<file path="src/txpe_pkg.sv">
// Shared types, register map, field layout and code tables of the transmit
// parity checker and 8B/10B encoder.
// Assumes a 32-bit APB slave and one 20 MHz clock.
package txpe_pkg;
   // Three-level select held in a two-bit field
   typedef enum logic [1:0] {LVL_LOW, LVL_MID, LVL_HIGH} txpe_lvl_t;
   // One host character as captured by the input register
   typedef struct packed {
      logic odd_parity;
      logic special_code_select;
      logic [1:0] tx_control_bits;
      logic [7:0] data;
   } txpe_char_t;
   // Register byte offsets
   localparam logic [7:0] REG_CTRL = 8'h00;
   localparam logic [7:0] REG_STATUS = 8'h04;
   localparam logic [7:0] REG_ERRCNT = 8'h08;
   // Control fields and reset value: mode MID/LOW (mode 3), parity MID
   localparam int CTRL_W = 7;
   localparam int CTRL_MODE_HI_POS = 0;
   localparam int CTRL_MODE_LO_POS = 2;
   localparam int CTRL_PAR_POS = 4;
   localparam int CTRL_BIST_POS = 6;
   localparam logic [CTRL_W-1:0] CTRL_RESET = 7'h11;
   // Status fields
   localparam int STAT_RD_POS = 0;
   localparam int STAT_PERR_POS = 1;
   localparam int STAT_ALIGN_POS = 2;
   localparam int STAT_WS_POS = 3;
   localparam int STAT_LVL_POS = 4;
   // Timing: one serial bit per clock, ten bits per character
   localparam int CHAR_CYCLES = 10;
   // Characters, in transmission order (bit 0 goes out first)
   localparam logic [9:0] C07_POS = 10'h079;
   localparam logic [9:0] C07_NEG = 10'h386;
   localparam logic [7:0] K285_BYTE = 8'hBC;
   localparam logic [3:0] WS_LAST = 4'hF;
   localparam logic [8:0] LFSR_SEED = 9'h1FF;
   // 5B/6B codes, abcdei with a in bit 5, negative running disparity form
   localparam logic [5:0] T6 [32] = '{
      6'h27, 6'h1D, 6'h2D, 6'h31, 6'h35, 6'h29, 6'h19, 6'h38,
      6'h39, 6'h25, 6'h15, 6'h34, 6'h0D, 6'h2C, 6'h1C, 6'h17,
      6'h1B, 6'h23, 6'h13, 6'h32, 6'h0B, 6'h2A, 6'h1A, 6'h3A,
      6'h33, 6'h26, 6'h16, 6'h36, 6'h0E, 6'h2E, 6'h1E, 6'h2B};
   localparam logic [5:0] K28_6B = 6'h0F;
   // 3B/4B codes, fghj with f in bit 3, and the alternate x.7 code
   localparam logic [3:0] T4 [8] = '{
      4'hB, 4'h9, 4'h5, 4'hC, 4'hD, 4'hA, 4'h6, 4'hE};
   localparam logic [3:0] A7_4B = 4'h7;
   // Indexed special-code map (second map is the direct K byte value)
   localparam int SPEC_N = 12;
   localparam logic [7:0] SPEC_MAP [SPEC_N] = '{
      8'h1C, 8'h3C, 8'h5C, 8'h7C, 8'h9C, 8'hBC,
      8'hDC, 8'hFC, 8'hF7, 8'hFB, 8'hFD, 8'hFE};
   // Decode a three-level field, the spare code reads as HIGH
   function automatic txpe_lvl_t txpe_lvl(input logic [1:0] f);
      txpe_lvl_t l;
      l = (f == 2'h0) ? LVL_LOW : (f == 2'h1) ? LVL_MID : LVL_HIGH;
      return l;
   endfunction
endpackage

</file>
<file path="src/txpe_enc.sv">
// Combinational 8B/10B encoder for data and special characters.
// Assumes the caller keeps running disparity; output bit 0 is sent first.
`timescale 1ns/1ps
module txpe_enc (
   // Character in
   input wire logic [7:0] byte_in,
   input wire logic k_in,
   input wire logic rd_in,
   // Code out
   output logic [9:0] code_out
);
   logic [4:0] x;
   logic [2:0] y;
   logic [5:0] s6;
   logic [5:0] c6;
   logic [3:0] s4;
   logic [3:0] c4;
   logic rdm;
   logic alt;
   logic k28;
   logic flip4;
   // 6B part, then 4B part with the disparity left after the 6B part
   always_comb begin
      x = byte_in[4:0];
      y = byte_in[7:5];
      k28 = k_in && (x == 5'd28);
      s6 = k28 ? txpe_pkg::K28_6B : txpe_pkg::T6[x];
      c6 = (rd_in && ($countones(s6) != 3 || x == 5'd7)) ? ~s6 : s6;
      rdm = ($countones(s6) != 3) ? ~rd_in : rd_in;
      alt = (y == 3'd7) && (k_in
            || (!rdm && (x == 5'd17 || x == 5'd18 || x == 5'd20))
            || (rdm && (x == 5'd11 || x == 5'd13 || x == 5'd14)));
      s4 = alt ? txpe_pkg::A7_4B : txpe_pkg::T4[y];
      flip4 = ($countones(s4) != 2 || y == 3'd3) ? rdm : (k28 && !rdm);
      c4 = flip4 ? ~s4 : s4;
   end
   // Reverse abcdeifghj so that a leaves first
   assign code_out = {<<{c6, c4}};
endmodule

</file>
<file path="src/txpe_fifo.sv">
// Character FIFO between host and encoder, flip-flop storage.
// Assumes DEPTH is a power of two.
`timescale 1ns/1ps
module txpe_fifo #(
   parameter int W = 12,
   parameter int DEPTH = 8
) (
   // Clock and reset
   input wire logic ref_clk_in,
   input wire logic rst_in,
   // Fill side
   input wire logic [W-1:0] wr_data_in,
   input wire logic wr_valid_in,
   output logic wr_ready_out,
   // Drain side
   output logic [W-1:0] rd_data_out,
   output logic rd_valid_out,
   input wire logic rd_ready_in,
   // Fill level
   output logic [$clog2(DEPTH):0] level_out
);
   localparam int AW = $clog2(DEPTH);
   logic [W-1:0] mem_q [DEPTH];
   logic [AW-1:0] wp_q;
   logic [AW-1:0] rp_q;
   logic [AW:0] cnt_q;
   logic push;
   logic pop;
   // Handshakes and honest full and empty
   assign wr_ready_out = cnt_q != (AW+1)'(DEPTH);
   assign rd_valid_out = cnt_q != '0;
   assign push = wr_valid_in && wr_ready_out;
   assign pop = rd_valid_out && rd_ready_in;
   assign rd_data_out = mem_q[rp_q];
   assign level_out = cnt_q;
   // Storage, written by index
   always_ff @(posedge ref_clk_in) begin
      if (push) begin
         mem_q[wp_q] <= wr_data_in;
      end
   end
   // Pointers and count
   always_ff @(posedge ref_clk_in or posedge rst_in) begin
      if (rst_in) begin
         wp_q <= '0;
         rp_q <= '0;
         cnt_q <= '0;
      end else begin
         if (push) wp_q <= wp_q + 1'b1;
         if (pop) rp_q <= rp_q + 1'b1;
         if (push && !pop) cnt_q <= cnt_q + 1'b1;
         else if (pop && !push) cnt_q <= cnt_q - 1'b1;
      end
   end
endmodule

</file>
<file path="src/txpe_top.sv">
// Transmit parity checker and 8B/10B character encoder with APB registers.
// Assumes host characters synchronous to ref_clk_in and one bit per clock out.
//
// How it works
// - Odd parity check offered in every mode
// - Parity MID encoded: data plus parity bit
// - HIGH, or MID bypassed: data, control, parity
// - Parity LOW: no check, no substitution
// - Encoded parity error sends disparity-correct C0.7
// - Bypassed parity error sends positive C0.7
// - Parity bit captured with character, select governs
// - Encoder enabled: data or special coding
// - Bypass passes ten captured bits unchanged
// - Align buffer error sends C0.7 continuously
// - Self-test sends 511-character sequence
// - K28.5 alone or in 16-character sync
// - Character chosen per period from selects
// - Two non-overlapping special code maps
// - Ten-bit character shifted out LSB first
// - Positive C0.7 is fixed 1001111000 pattern
// - Parity errors raise transmit error flag
// - Modes 3/6 control bits choose character
//
// Our own choices: the address map and the APB slave port.
`timescale 1ns/1ps
module txpe_top #(
   parameter int ADDR_W = 8,
   parameter int FIFO_DEPTH = 8,
   parameter int CHAR_CYCLES = txpe_pkg::CHAR_CYCLES
) (
   // Clock and reset
   input wire logic ref_clk_in,
   input wire logic rst_in,
   // APB slave
   input wire logic psel_in,
   input wire logic penable_in,
   input wire logic pwrite_in,
   input wire logic [ADDR_W-1:0] paddr_in,
   input wire logic [31:0] pwdata_in,
   output logic [31:0] prdata_out,
   output logic pready_out,
   output logic pslverr_out,
   // Host characters
   input wire txpe_pkg::txpe_char_t char_in,
   input wire logic char_valid_in,
   output logic char_ready_out,
   // Phase-align buffer error level
   input wire logic align_error_in,
   // Transmit side
   output logic [9:0] char_out,
   output logic char_tick_out,
   output logic serial_out,
   output logic tx_error_flag_out
);
   localparam int LW = $clog2(FIFO_DEPTH) + 1;
   localparam int DW = $clog2(CHAR_CYCLES);
   // Registers
   logic [txpe_pkg::CTRL_W-1:0] ctrl_q;
   logic perr_sticky_q;
   logic [15:0] errcnt_q;
   logic [31:0] prdata_q;
   // Character path state
   logic [DW-1:0] div_q;
   logic [9:0] char_q;
   logic [9:0] sh_q;
   logic rd_q;
   logic [3:0] ws_q;
   logic [8:0] lfsr_q;
   logic tx_err_q;
   // Combinational
   logic tick;
   txpe_pkg::txpe_char_t c;
   logic have;
   logic [LW-1:0] level;
   txpe_pkg::txpe_lvl_t mode_hi;
   txpe_pkg::txpe_lvl_t mode_lo;
   txpe_pkg::txpe_lvl_t par_sel;
   logic bist_en;
   logic enc_en;
   logic atomic;
   logic ws_busy;
   logic [3:0] ws_next;
   logic par_chk;
   logic par_ok;
   logic par_err;
   logic spec_ok;
   logic [7:0] spec_byte;
   logic [7:0] enc_byte;
   logic enc_k;
   logic enc_rd;
   logic [9:0] enc_code;
   logic viol;
   logic raw_sel;
   logic [3:0] ws_d;
   logic [9:0] sel_char;
   logic [31:0] rdata;
   logic mapped;
   logic wr_acc;

   // Control field decode
   assign mode_hi = txpe_pkg::txpe_lvl(ctrl_q[txpe_pkg::CTRL_MODE_HI_POS +: 2]);
   assign mode_lo = txpe_pkg::txpe_lvl(ctrl_q[txpe_pkg::CTRL_MODE_LO_POS +: 2]);
   assign par_sel = txpe_pkg::txpe_lvl(ctrl_q[txpe_pkg::CTRL_PAR_POS +: 2]);
   assign bist_en = ctrl_q[txpe_pkg::CTRL_BIST_POS];
   assign enc_en = mode_hi != txpe_pkg::LVL_LOW;
   assign atomic = mode_hi == txpe_pkg::LVL_MID;

   // Character clock enable from the divider
   always_ff @(posedge ref_clk_in or posedge rst_in) begin
      if (rst_in) begin
         div_q <= '0;
      end else if (tick) begin
         div_q <= '0;
      end else begin
         div_q <= div_q + 1'b1;
      end
   end
   assign tick = div_q == DW'(CHAR_CYCLES - 1);

   // Input register: character FIFO drained once per character period
   txpe_fifo #(
      .W($bits(txpe_pkg::txpe_char_t)),
      .DEPTH(FIFO_DEPTH)
   ) u_fifo (
      .ref_clk_in(ref_clk_in),
      .rst_in(rst_in),
      .wr_data_in(char_in),
      .wr_valid_in(char_valid_in),
      .wr_ready_out(char_ready_out),
      .rd_data_out(c),
      .rd_valid_out(have),
      .rd_ready_in(tick),
      .level_out(level)
   );

   // Parity coverage chosen by the three-level select
   always_comb begin
      par_chk = 1'b0;
      par_ok = 1'b1;
      if (par_sel == txpe_pkg::LVL_HIGH || (par_sel == txpe_pkg::LVL_MID && !enc_en)) begin
         par_chk = 1'b1;
         par_ok = ^{c.data, c.tx_control_bits, c.odd_parity};
      end else if (par_sel == txpe_pkg::LVL_MID) begin
         par_chk = 1'b1;
         par_ok = ^{c.data, c.odd_parity};
      end
   end
   assign ws_busy = ws_q != 4'h0;
   assign ws_next = (ws_q == txpe_pkg::WS_LAST) ? 4'h0 : ws_q + 4'h1;
   // Atomic sync ignores the input after its first character
   assign par_err = have && par_chk && !par_ok && !bist_en
                    && !(enc_en && atomic && ws_busy);

   // Special codes: indexed map or direct K byte, never overlapping
   always_comb begin
      spec_ok = 1'b0;
      spec_byte = txpe_pkg::K285_BYTE;
      if (c.data[4:0] == 5'd28 || c.data == 8'hF7 || c.data == 8'hFB
          || c.data == 8'hFD || c.data == 8'hFE) begin
         spec_ok = 1'b1;
         spec_byte = c.data;
      end else if (c.data < 8'(txpe_pkg::SPEC_N)) begin
         spec_ok = 1'b1;
         spec_byte = txpe_pkg::SPEC_MAP[c.data[3:0]];
      end
   end

   // Character selection for this period, highest priority first
   always_comb begin
      enc_byte = txpe_pkg::K285_BYTE;
      enc_k = 1'b1;
      enc_rd = rd_q;
      viol = 1'b0;
      raw_sel = 1'b0;
      ws_d = 4'h0;
      if (align_error_in) begin
         viol = 1'b1;
      end else if (bist_en) begin
         enc_byte = lfsr_q[7:0];
         enc_k = 1'b0;
      end else if (enc_en && atomic && ws_busy) begin
         ws_d = ws_next;
      end else if (!have) begin
         enc_k = 1'b1;
      end else if (par_err) begin
         viol = 1'b1;
      end else if (!enc_en) begin
         raw_sel = 1'b1;
      end else if (ws_busy && c.tx_control_bits == 2'b00) begin
         ws_d = ws_next;
      end else if (!c.tx_control_bits[0]) begin
         enc_byte = c.data;
         enc_k = 1'b0;
      end else if (c.tx_control_bits[1]
                   || (mode_lo == txpe_pkg::LVL_MID && c.special_code_select)) begin
         ws_d = 4'h1;
      end else if (mode_lo == txpe_pkg::LVL_LOW && !c.special_code_select) begin
         enc_k = 1'b1;
      end else if (spec_ok) begin
         enc_byte = spec_byte;
      end else begin
         viol = 1'b1;
      end
      // Second and third sync characters take the reversed disparity
      if (ws_d == 4'h2 || ws_d == 4'h3) begin
         enc_rd = !rd_q;
      end
   end

   txpe_enc u_enc (
      .byte_in(enc_byte),
      .k_in(enc_k),
      .rd_in(enc_rd),
      .code_out(enc_code)
   );

   // Final character: violation, raw, or encoded
   always_comb begin
      if (viol && enc_en) begin
         sel_char = rd_q ? txpe_pkg::C07_NEG : txpe_pkg::C07_POS;
      end else if (viol) begin
         sel_char = txpe_pkg::C07_POS;
      end else if (raw_sel) begin
         sel_char = {c.tx_control_bits, c.data};
      end else begin
         sel_char = enc_code;
      end
   end

   // Character period state
   always_ff @(posedge ref_clk_in or posedge rst_in) begin
      if (rst_in) begin
         char_q <= txpe_pkg::C07_POS;
         rd_q <= 1'b0;
         ws_q <= 4'h0;
         tx_err_q <= 1'b0;
      end else if (tick) begin
         char_q <= sel_char;
         ws_q <= ws_d;
         tx_err_q <= par_err || align_error_in;
         if ($countones(sel_char) > 5) rd_q <= 1'b1;
         else if ($countones(sel_char) < 5) rd_q <= 1'b0;
      end
   end

   // Self-test sequence generator, period 511
   always_ff @(posedge ref_clk_in or posedge rst_in) begin
      if (rst_in) begin
         lfsr_q <= txpe_pkg::LFSR_SEED;
      end else if (tick && bist_en && !align_error_in) begin
         lfsr_q <= {lfsr_q[7:0], lfsr_q[8] ^ lfsr_q[4]};
      end
   end

   // Transmit shifter, bit 0 first
   always_ff @(posedge ref_clk_in or posedge rst_in) begin
      if (rst_in) begin
         sh_q <= txpe_pkg::C07_POS;
      end else if (tick) begin
         sh_q <= sel_char;
      end else begin
         sh_q <= {1'b0, sh_q[9:1]};
      end
   end
   assign serial_out = sh_q[0];
   assign char_out = char_q;
   assign char_tick_out = tick;
   assign tx_error_flag_out = tx_err_q;

   // APB decode, zero wait states
   assign mapped = paddr_in == txpe_pkg::REG_CTRL || paddr_in == txpe_pkg::REG_STATUS
                   || paddr_in == txpe_pkg::REG_ERRCNT;
   assign wr_acc = psel_in && penable_in && pwrite_in && mapped;
   assign pready_out = 1'b1;
   assign pslverr_out = psel_in && penable_in && !mapped;
   assign prdata_out = prdata_q;

   // Read mux
   always_comb begin
      rdata = 32'h0000_0000;
      case (paddr_in)
         txpe_pkg::REG_CTRL: begin
            rdata[txpe_pkg::CTRL_W-1:0] = ctrl_q;
         end
         txpe_pkg::REG_STATUS: begin
            rdata[txpe_pkg::STAT_RD_POS] = rd_q;
            rdata[txpe_pkg::STAT_PERR_POS] = perr_sticky_q;
            rdata[txpe_pkg::STAT_ALIGN_POS] = align_error_in;
            rdata[txpe_pkg::STAT_WS_POS] = ws_busy;
            rdata[txpe_pkg::STAT_LVL_POS +: LW] = level;
         end
         txpe_pkg::REG_ERRCNT: begin
            rdata[15:0] = errcnt_q;
         end
         default: begin
            rdata = 32'h0000_0000;
         end
      endcase
   end

   // Read data captured in the setup phase
   always_ff @(posedge ref_clk_in or posedge rst_in) begin
      if (rst_in) begin
         prdata_q <= 32'h0000_0000;
      end else if (psel_in && !penable_in) begin
         prdata_q <= rdata;
      end
   end

   // Control register
   always_ff @(posedge ref_clk_in or posedge rst_in) begin
      if (rst_in) begin
         ctrl_q <= txpe_pkg::CTRL_RESET;
      end else if (wr_acc && paddr_in == txpe_pkg::REG_CTRL) begin
         ctrl_q <= pwdata_in[txpe_pkg::CTRL_W-1:0];
      end
   end

   // Sticky parity error, write one to clear, a new error wins
   always_ff @(posedge ref_clk_in or posedge rst_in) begin
      if (rst_in) begin
         perr_sticky_q <= 1'b0;
      end else if (tick && par_err) begin
         perr_sticky_q <= 1'b1;
      end else if (wr_acc && paddr_in == txpe_pkg::REG_STATUS
                   && pwdata_in[txpe_pkg::STAT_PERR_POS]) begin
         perr_sticky_q <= 1'b0;
      end
   end

   // Saturating parity error count, any write clears, a new error wins
   always_ff @(posedge ref_clk_in or posedge rst_in) begin
      if (rst_in) begin
         errcnt_q <= 16'h0000;
      end else if (tick && par_err) begin
         if (errcnt_q != 16'hFFFF) errcnt_q <= errcnt_q + 16'h0001;
      end else if (wr_acc && paddr_in == txpe_pkg::REG_ERRCNT) begin
         errcnt_q <= 16'h0000;
      end
   end
endmodule
</file>
<file path="config.mk">
export PLATFORM = sky130hd
export DESIGN_NAME = txpe_top
export DESIGN_NICKNAME = d
export VERILOG_FILES = /design/src/txpe_pkg.sv /design/src/txpe_enc.sv /design/src/txpe_fifo.sv /design/src/txpe_top.sv
export SDC_FILE = /design/constraint.sdc
export NUM_CORES = 1
export LEC_CHECK = 0
export ABC_AREA = 1
export BUFFER_PORTS_ARGS = -buffer_cell sky130_fd_sc_hd__clkbuf_2
export CORE_ASPECT_RATIO = 1.1
export CORE_UTILIZATION = 55
export DETAILED_ROUTE_END_ITERATION = 7
export GPL_TIMING_DRIVEN = 0
export PLACE_DENSITY = 0.79
export SLEW_MARGIN = 20
export SYNTH_ARGS = -nofsm -noshare
export SYNTH_HDL_FRONTEND = slang
export SYNTH_SLANG_ARGS = --single-unit
</file>
<file path="constraint.sdc">
create_clock -name ref_clk_in -period 11.88 [get_ports ref_clk_in]
set_clock_uncertainty 0.2 [all_clocks]
set_input_delay 1.782 -clock ref_clk_in [delete_from_list [all_inputs] [get_ports ref_clk_in]]
set_output_delay 1.782 -clock ref_clk_in [all_outputs]
set_load 0.02 [all_outputs]
</file>
* Word level (Yosys, flattened, before mapping)
Memories as Yosys holds them, arrays and structs flattened.
Index checks and enable logic that the tools add are counted.
** Cells by class
- $lt $le $gt $ge :: 6
- Muxes and demuxes :: 93
- Add/subtract/negate cells :: 24
- Reduce and logical (&&, ||, !) cells :: 80
- Bitwise logic cells :: 7
- Eq/ne operators :: 33
** Operator list (number)
- $mux 8 :: 16
- $add 32x32->32 :: 3
- $ne 32x3->1 const B :: 2
- $mux 4 :: 15
- $mux 10 :: 5
- $mux 16 :: 3
- $mux 1 :: 42
- $logic_and 1x1->1 :: 33
- $eq 8x8->1 const B :: 4
- $gt 32x4->1 const B :: 1
- $eq 5x5->1 const B :: 5
- $mux 6 :: 4
- $pmux 7 s3 :: 1
- $add 1x1->2 :: 10
- $logic_or 1x1->1 :: 18
- $add 16x1->16 const B :: 1
- $ne 16x16->1 const B :: 1
- $eq 5x4->1 const B :: 3
- $add 4x1->4 const B :: 3
- $eq 2x1->1 const B :: 6
- $logic_not 1->1 :: 12
- $mux 2 :: 6
- $reduce_xor 11->1 :: 1
- $logic_not 2->1 :: 5
- 33 further kinds :: 43
** Storage, ports and cells
- Bits of input ports :: 59
- Memories :: 4
- Memory bits (read-only) :: 352
- Flip-flop bits (word level) :: 89
- Memory bits (writable) :: 96
- Output and inout bits :: 48
- Word-level logic and storage cells :: 261
** Memory list
- (no name shown) :: words 32, width 6, rd ports 1, clocked after memory_dff 0, write ports 0, RTL line txpe_enc.sv:27 : s6 = k28 ? txpe_pkg::K28_6B : txpe_pkg::T6[x];
- (no name shown) :: words 16, width 8, rd ports 1, clocked after memory_dff 0, write ports 0, RTL line txpe_top.sv:164 : spec_byte = txpe_pkg::SPEC_MAP[c.data[3:0]];
- u_fifo.mem_q :: words 8, width 12, rd ports 1, clocked after memory_dff 0, write ports 1, RTL line txpe_fifo.sv:23 : logic [W-1:0] mem_q [DEPTH];
- (no name shown) :: words 8, width 4, rd ports 1, clocked after memory_dff 0, write ports 0, RTL line txpe_enc.sv:33 : s4 = alt ? txpe_pkg::A7_4B : txpe_pkg::T4[y];

* Logic depth before layout (Yosys ltp)
An unclocked memory read counts as a cell.
- Depth after elaboration :: 50
- Mapped depth :: 63

* By module
From an unflattened synthesis, not the netlist that was laid out.
** Unflattened totals
- Cells, all modules :: 1357
- Area, all modules :: 10871.7 um^2
** Modules (own cells, without submodules)
- txpe_top :: cells each 718, area each 5192.5 um^2, instances 1, sequential area each 2003.2 um^2
- txpe_fifo :: cells each 494, area each 4803.4 um^2, instances 1, sequential area each 3133.0 um^2
- txpe_enc :: cells each 145, area each 875.8 um^2, instances 1, sequential area each 0.0 um^2

* Worst setup path after synthesis
OpenSTA, ideal clock, no wires.
- Path kind :: input-to-reg
- From :: input align_error_in
- To :: register rd_q
- Required time :: 11554 ps
- Data arrival time :: 9221 ps
- Library setup time :: 126 ps
- Cell stages on the path :: 43
- Slack :: 2333 ps
- Cell sequence :: nor2_1 -> inv_1 -> o21ai_0 -> inv_1 -> ha_1 -> inv_1 -> a21oi_1 -> nand2_1 -> o21ai_0 -> o22ai_1 -> inv_1 -> ha_1 -> fa_1 -> ha_1 -> and3_1 -> inv_1 -> nand3_1 -> nand3_1 -> [... 7 more ...] -> nand2_1 -> nand3b_1 -> nand3_1 -> nand2_2 -> inv_1 -> nand2_1 -> nand3_1 -> nand3_1 -> nand2_1 -> inv_1 -> fa_1 -> fa_1 -> fa_1 -> inv_1 -> ha_1 -> fa_1 -> a22o_1 -> a221o_1
** Between the ends
- Word-level cells in the longest chain between the ends :: 33
- Elaborated cells between the ends (all ways) :: 79
- Classes of those cells :: 17 x add/sub; 2 x order compare; 14 x eq/ne; 20 x mux; 5 x bitwise; 19 x reduce/logical; 2 x memory
** Ends and longest elaborated chain
- start: declaration :: RTL line txpe_top.sv:48 : input wire logic align_error_in,
- $mux 8 :: RTL line txpe_top.sv:176 : if (align_error_in) begin
- $not 5->6 (implied by the code) :: RTL line txpe_enc.sv:27
- $mem_v2 32x6
- $mux 6 (implied by the code) (2 in a row) :: RTL line txpe_enc.sv:27
- $mux 6 :: RTL line txpe_enc.sv:27
- $add 1x1->2 (implied by the code) :: RTL line txpe_enc.sv:28, txpe_enc.sv:29
- $add 32x32->32 (implied by the code) (2 in a row) :: RTL line txpe_enc.sv:28, txpe_enc.sv:29
- $ne 32x3->1 :: RTL line txpe_enc.sv:28, txpe_enc.sv:29
- [... 15 more ...]
- $mux 10 (*) :: RTL line txpe_top.sv:219 : if (viol && enc_en) begin
- $add 1x1->2 (implied by the code) :: RTL line txpe_top.sv:241, txpe_top.sv:242
- $add 2x2->3 (implied by the code) :: RTL line txpe_top.sv:241, txpe_top.sv:242
- $add 3x3->4 (implied by the code) :: RTL line txpe_top.sv:241, txpe_top.sv:242
- $add 4x2->5 (implied by the code) (*) :: RTL line txpe_top.sv:241, txpe_top.sv:242
- $gt 32x4->1 or $lt 5x3->1 (tied branches) :: RTL line txpe_top.sv:241, txpe_top.sv:242
- $reduce_bool 2->1 (no line)
- $reduce_and 2->1 (no line)
- end signal: assignment :: RTL line txpe_top.sv:234 : rd_q <= 1'b0;
- end signal: assignment :: RTL line txpe_top.sv:241 : if ($countones(sel_char) > 5) rd_q <= 1'b1;
- end signal: assignment :: RTL line txpe_top.sv:242 : else if ($countones(sel_char) < 5) rd_q <= 1'b0;
- end: declaration :: RTL line txpe_top.sv:66 : logic rd_q;
Mark *: on every way between the ends. The rest lies on a longest branch, timed or not. The select of a mux whose other input is x is not followed.
A chain may end at the register's enable or synchronous reset.

* Worst setup path after layout
- From :: register u_fifo.rp_q[0]
- To :: register rd_q
** Between the ends
- Word-level cells in the longest chain between the ends :: 50
- Elaborated cells between the ends (all ways) :: 151
- Classes of those cells :: 17 x add/sub; 3 x order compare; 19 x eq/ne; 67 x mux; 6 x bitwise; 35 x reduce/logical; 4 x memory
** Ends and longest elaborated chain
- start: declaration :: RTL line txpe_fifo.sv:25 : logic [AW-1:0] rp_q;
- start signal: assignment :: RTL line txpe_fifo.sv:50 : if (pop) rp_q <= rp_q + 1'b1;
- $mem_v2 8x12 (*)
- $not 4->5 (implied by the code), or another cell as far along :: RTL line txpe_top.sv:164
- $mem_v2 16x8 or $logic_or 1x1->1 (tied branches)
- $mux 8 (implied by the code) or $logic_or 1x1->1 (tied branches) :: RTL line txpe_top.sv:164, txpe_top.sv:158
- $mux 8 (implied by the code) or $logic_or 1x1->1 (tied branches) :: RTL line txpe_top.sv:164, txpe_top.sv:159
- $mux 8 or $logic_or 1x1->1 (tied branches) :: RTL line txpe_top.sv:162, txpe_top.sv:159
- $mux 8 or $mux 1 (tied branches) :: RTL line txpe_top.sv:158 : if (c.data[4:0] == 5'd28 || c.data == 8'hF7 || c.data == 8'hFB
- $mux 8 :: RTL line txpe_top.sv:199 : end else if (spec_ok) begin
- [... 34 more ...]
- $mux 10 (*) :: RTL line txpe_top.sv:219
- $add 1x1->2 (implied by the code) :: RTL line txpe_top.sv:241, txpe_top.sv:242
- $add 2x2->3 (implied by the code) :: RTL line txpe_top.sv:241, txpe_top.sv:242
- $add 3x3->4 (implied by the code) :: RTL line txpe_top.sv:241, txpe_top.sv:242
- $add 4x2->5 (implied by the code) (*) :: RTL line txpe_top.sv:241, txpe_top.sv:242
- $gt 32x4->1 or $lt 5x3->1 (tied branches) :: RTL line txpe_top.sv:241, txpe_top.sv:242
- $reduce_bool 2->1 (no line)
- $reduce_and 2->1 (no line)
Marked as above.

==> run metrics <==
status=finished, final reports clean; final period demand of the worst path=11.00 ns; fraction of layout cells with a size suffix above 1=15.9%; Sink Count=185; clock power share=23.2%; area grow syn2layout=12.7%; sort of element at the start of the critical path=flop; most common cell after layout, fill and taps aside=sky130_fd_sc_hd__nand2_1; worst setup slack after placement=0.992 ns; most common flop cell mapped by yosys=sky130_fd_sc_hd__edfxtp_1; routed len/inst=15.8 um; count of flip-flops with a built-in enable after synthesis=96; part of the cycle the worst path needs=92.6%; top cells by area, synth=sky130_fd_sc_hd__edfxtp_1 (28%), sky130_fd_sc_hd__dfrtp_1 (16%), sky130_fd_sc_hd__nand2_1 (13%); logic gate share of total power=43.9%; Distinct cells, synth=58; CP Max Fanout=10; WS Path Type=flop to flop; Maximum Capacitance Violations=0; crit path max-delay cell type=sky130_fd_sc_hd__fa_1; Total GRT Usage=27.6%; number of buffer cells added on primary ports=64; WL final=25200 um; sum of negative setup slack=0 ns; cts bufs inserted=17; Worst IR Drop VDD=0.140 mV; critical path startpoint=u_fifo.rp_q[0]; Yosys warning count=0; largest buffer count on any clock path=2; core area=18400 um^2; cell area after synthesis=10400 um^2; clock latency on the worst-skew pair=0.44 ns; detailed-routing iteration count for the pre-antenna-repair pass=5; crit path capture type=flop; pwr dens=210 nW/um^2; wire length of the first global-routing pass=41900 um; CTS Hold Bufs=0; switching share of total power=41.5%; total vias in the final route=8727; sequential cell fraction of total power=32.9%; std cell rows=52; initial core utilization=56.4%; routed via count divided by cell count=5.47; part of the Yosys area used for sequential elements=49.5%; max-slew violation count=0; static power due to leakage=5.60 nW; Slew Limit Headroom=40.7%; post-cts repair resize count=0; antenna viol nets, final=0; most frequent cells in the layout=sky130_fd_sc_hd__nand2_1 (355), sky130_fd_sc_hd__inv_1 (139), sky130_fd_sc_hd__nor2_1 (114); number of primary I/O pins=107; library cell with the largest summed area after synthesis=sky130_fd_sc_hd__edfxtp_1; Mapped Avg Cell Area=8.37 um^2; tightest hold margin=0.248 ns; FMAX=90.9 MHz; fraction of registers with async set or reset after synthesis=48.1%; DR DRC count=0; net switching power of the design=1.02 mW; Min-Delay Startpoint=sh_q[9]; worst-margin pin slew=0.889 ns; maximum number of pins on one net before global-route repair=60; worst endpoint required time=12.00 ns; count of H-tree levels built during CTS=4; unrepaired setup endpoints after global routing=false; buffer cell driving the clock tree root=sky130_fd_sc_hd__clkbuf_16; hold violation count in the final report=0; placed wire-length estimate=18300 um; fraction of post-synthesis cell area in the top cell type by area=27.8%; CTS tree=built; final RePlAce weighted congestion=0.905; Reg2Reg Launch Point=u_fifo.rp_q[0]; ant diodes=0; initial antenna violation count=0; number of global-route vias before repair=8580; register bit count reported by yosys=185; count of routing violations after the opening detailed-route iteration=828; Die X=133 um; clock-pin transition on the worst setup and hold timing paths=0.07 ns; HP Class=flop to flop; area enclosed by the die boundary=19400 um^2; Setup Buffers After CTS=0; critical path data arrival time=11.12 ns; total setup violations reported at the end of the flow=0; Final Net Count=1432; Die Y=146 um; internal power consumption=1.44 mW; cell with the most instances on the worst path=sky130_fd_sc_hd__nand2_1; total gr overflow=0; CP max stage delay=0.55 ns; Worst Slack Setup Final=0.883 ns; count of mapped cells out of synthesis=1240
==> per-layer routing <==
metal	vias to the layer above	wire length, um	GRT usage, %	share of wire [%]
li1	4234	-	-	-
met2	284	12600	47.0	50
met4	0	702	11.7	2.8
met1	4148	10500	34.8	42
met3	61	1410	4.58	5.6
met5	-	0	0	0
==> final timing paths <==
check | to | slack (ns) | cells after the start
max in group asynchronous | lfsr_q[3] | 9.70 | 3
hold / removal | sh_q[8] | 0.25 | 2
setup / recovery | rd_q | 0.88 | 58
setup reg to reg | rd_q | 0.88 | 58
min in group asynchronous | prdata_out[1] | 1.13 | 2
hold reg to reg | sh_q[8] | 0.25 | 2
==> power by group through the flow <==
stage / sequential, mW / combinational (mW) / clock (mW)
floorplan: 0.828 / 0.761 / 0
global placement: 0.818 / 1.01 / 0
detailed placement: 0.822 / 1.06 / 0
CTS: 0.809 / 1.07 / 0.576
global route: 0.817 / 1.22 / 0.600
finish: 0.809 / 1.08 / 0.571
==> area by class of cell <==
cell class	count	area, um^2
tap	243	304
fill	1570	6710
inverter	153	577
sequential	185	5140
multi-input combinational	868	4450
clock inverter	10	106
clock buffer	22	487
buffer	49	300
timing repair buffer	65	348
==> stage by stage <==
stage / utilization, % / total power [mW] / area [um^2] / std cells
after global routing: 63.6 / 2.64 / 11700 / 1595
final: 63.6 / 2.46 / 11700 / 1595
after global placement: 60.1 / 1.83 / 11100 / 1562
after detailed placement: 60.4 / 1.88 / 11100 / 1563
after CTS: 63.6 / 2.45 / 11700 / 1595
after floorplan: - / 1.59 / 10400 / 1255
==> kinds of logic after synthesis <==
| group | after synthesis | share of synthesized area [%] |
|---|---|---|
| xor+xnor | 17 | 1.43 |
| other cells | 2 | 0.0723 |
| compound gates | 165 | 9.40 |
| fa+ha+maj | 34 | 4.82 |
| mux | 8 | 0.868 |
| buf+inv | 202 | 8.42 |
| flops | 185 | 49.5 |
| simple gates | 627 | 25.5 |
==> cell usage after synthesis (all sizes together) (10+ instances only) <==
master	number
nor2	128
nand3	99
fa	10
nor3	15
nand2	365
a21oi	34
buf	39
clkbuf	10
ha	24
o21ai	82
xor2	12
dfstp	21
o22ai	13
dfrtp	68
edfxtp	96
inv	153
==> critical path: cells and delay by family (launching register included) <==
kind	cells	cell delay, ns
flip-flops	1	0.44
adder cells (fa/ha/maj)	12	4.34
AND/OR/NAND/NOR	31	3.46
buffers and inverters	11	1.46
AO/OA/AOI/OAI	4	0.98
==> state kept, by name, summed over array words and instances (netlist names), 3 cells and up <==
register,count
u_fifo.mem_q,96
errcnt_q,16
prdata_out,16
char_out,10
sh_q,10
lfsr_q,9
ctrl_q,7
div_q,4
u_fifo.level_out,4
ws_q,4
u_fifo.rp_q,3
u_fifo.wp_q,3
(Power assumes the default switching activity.)
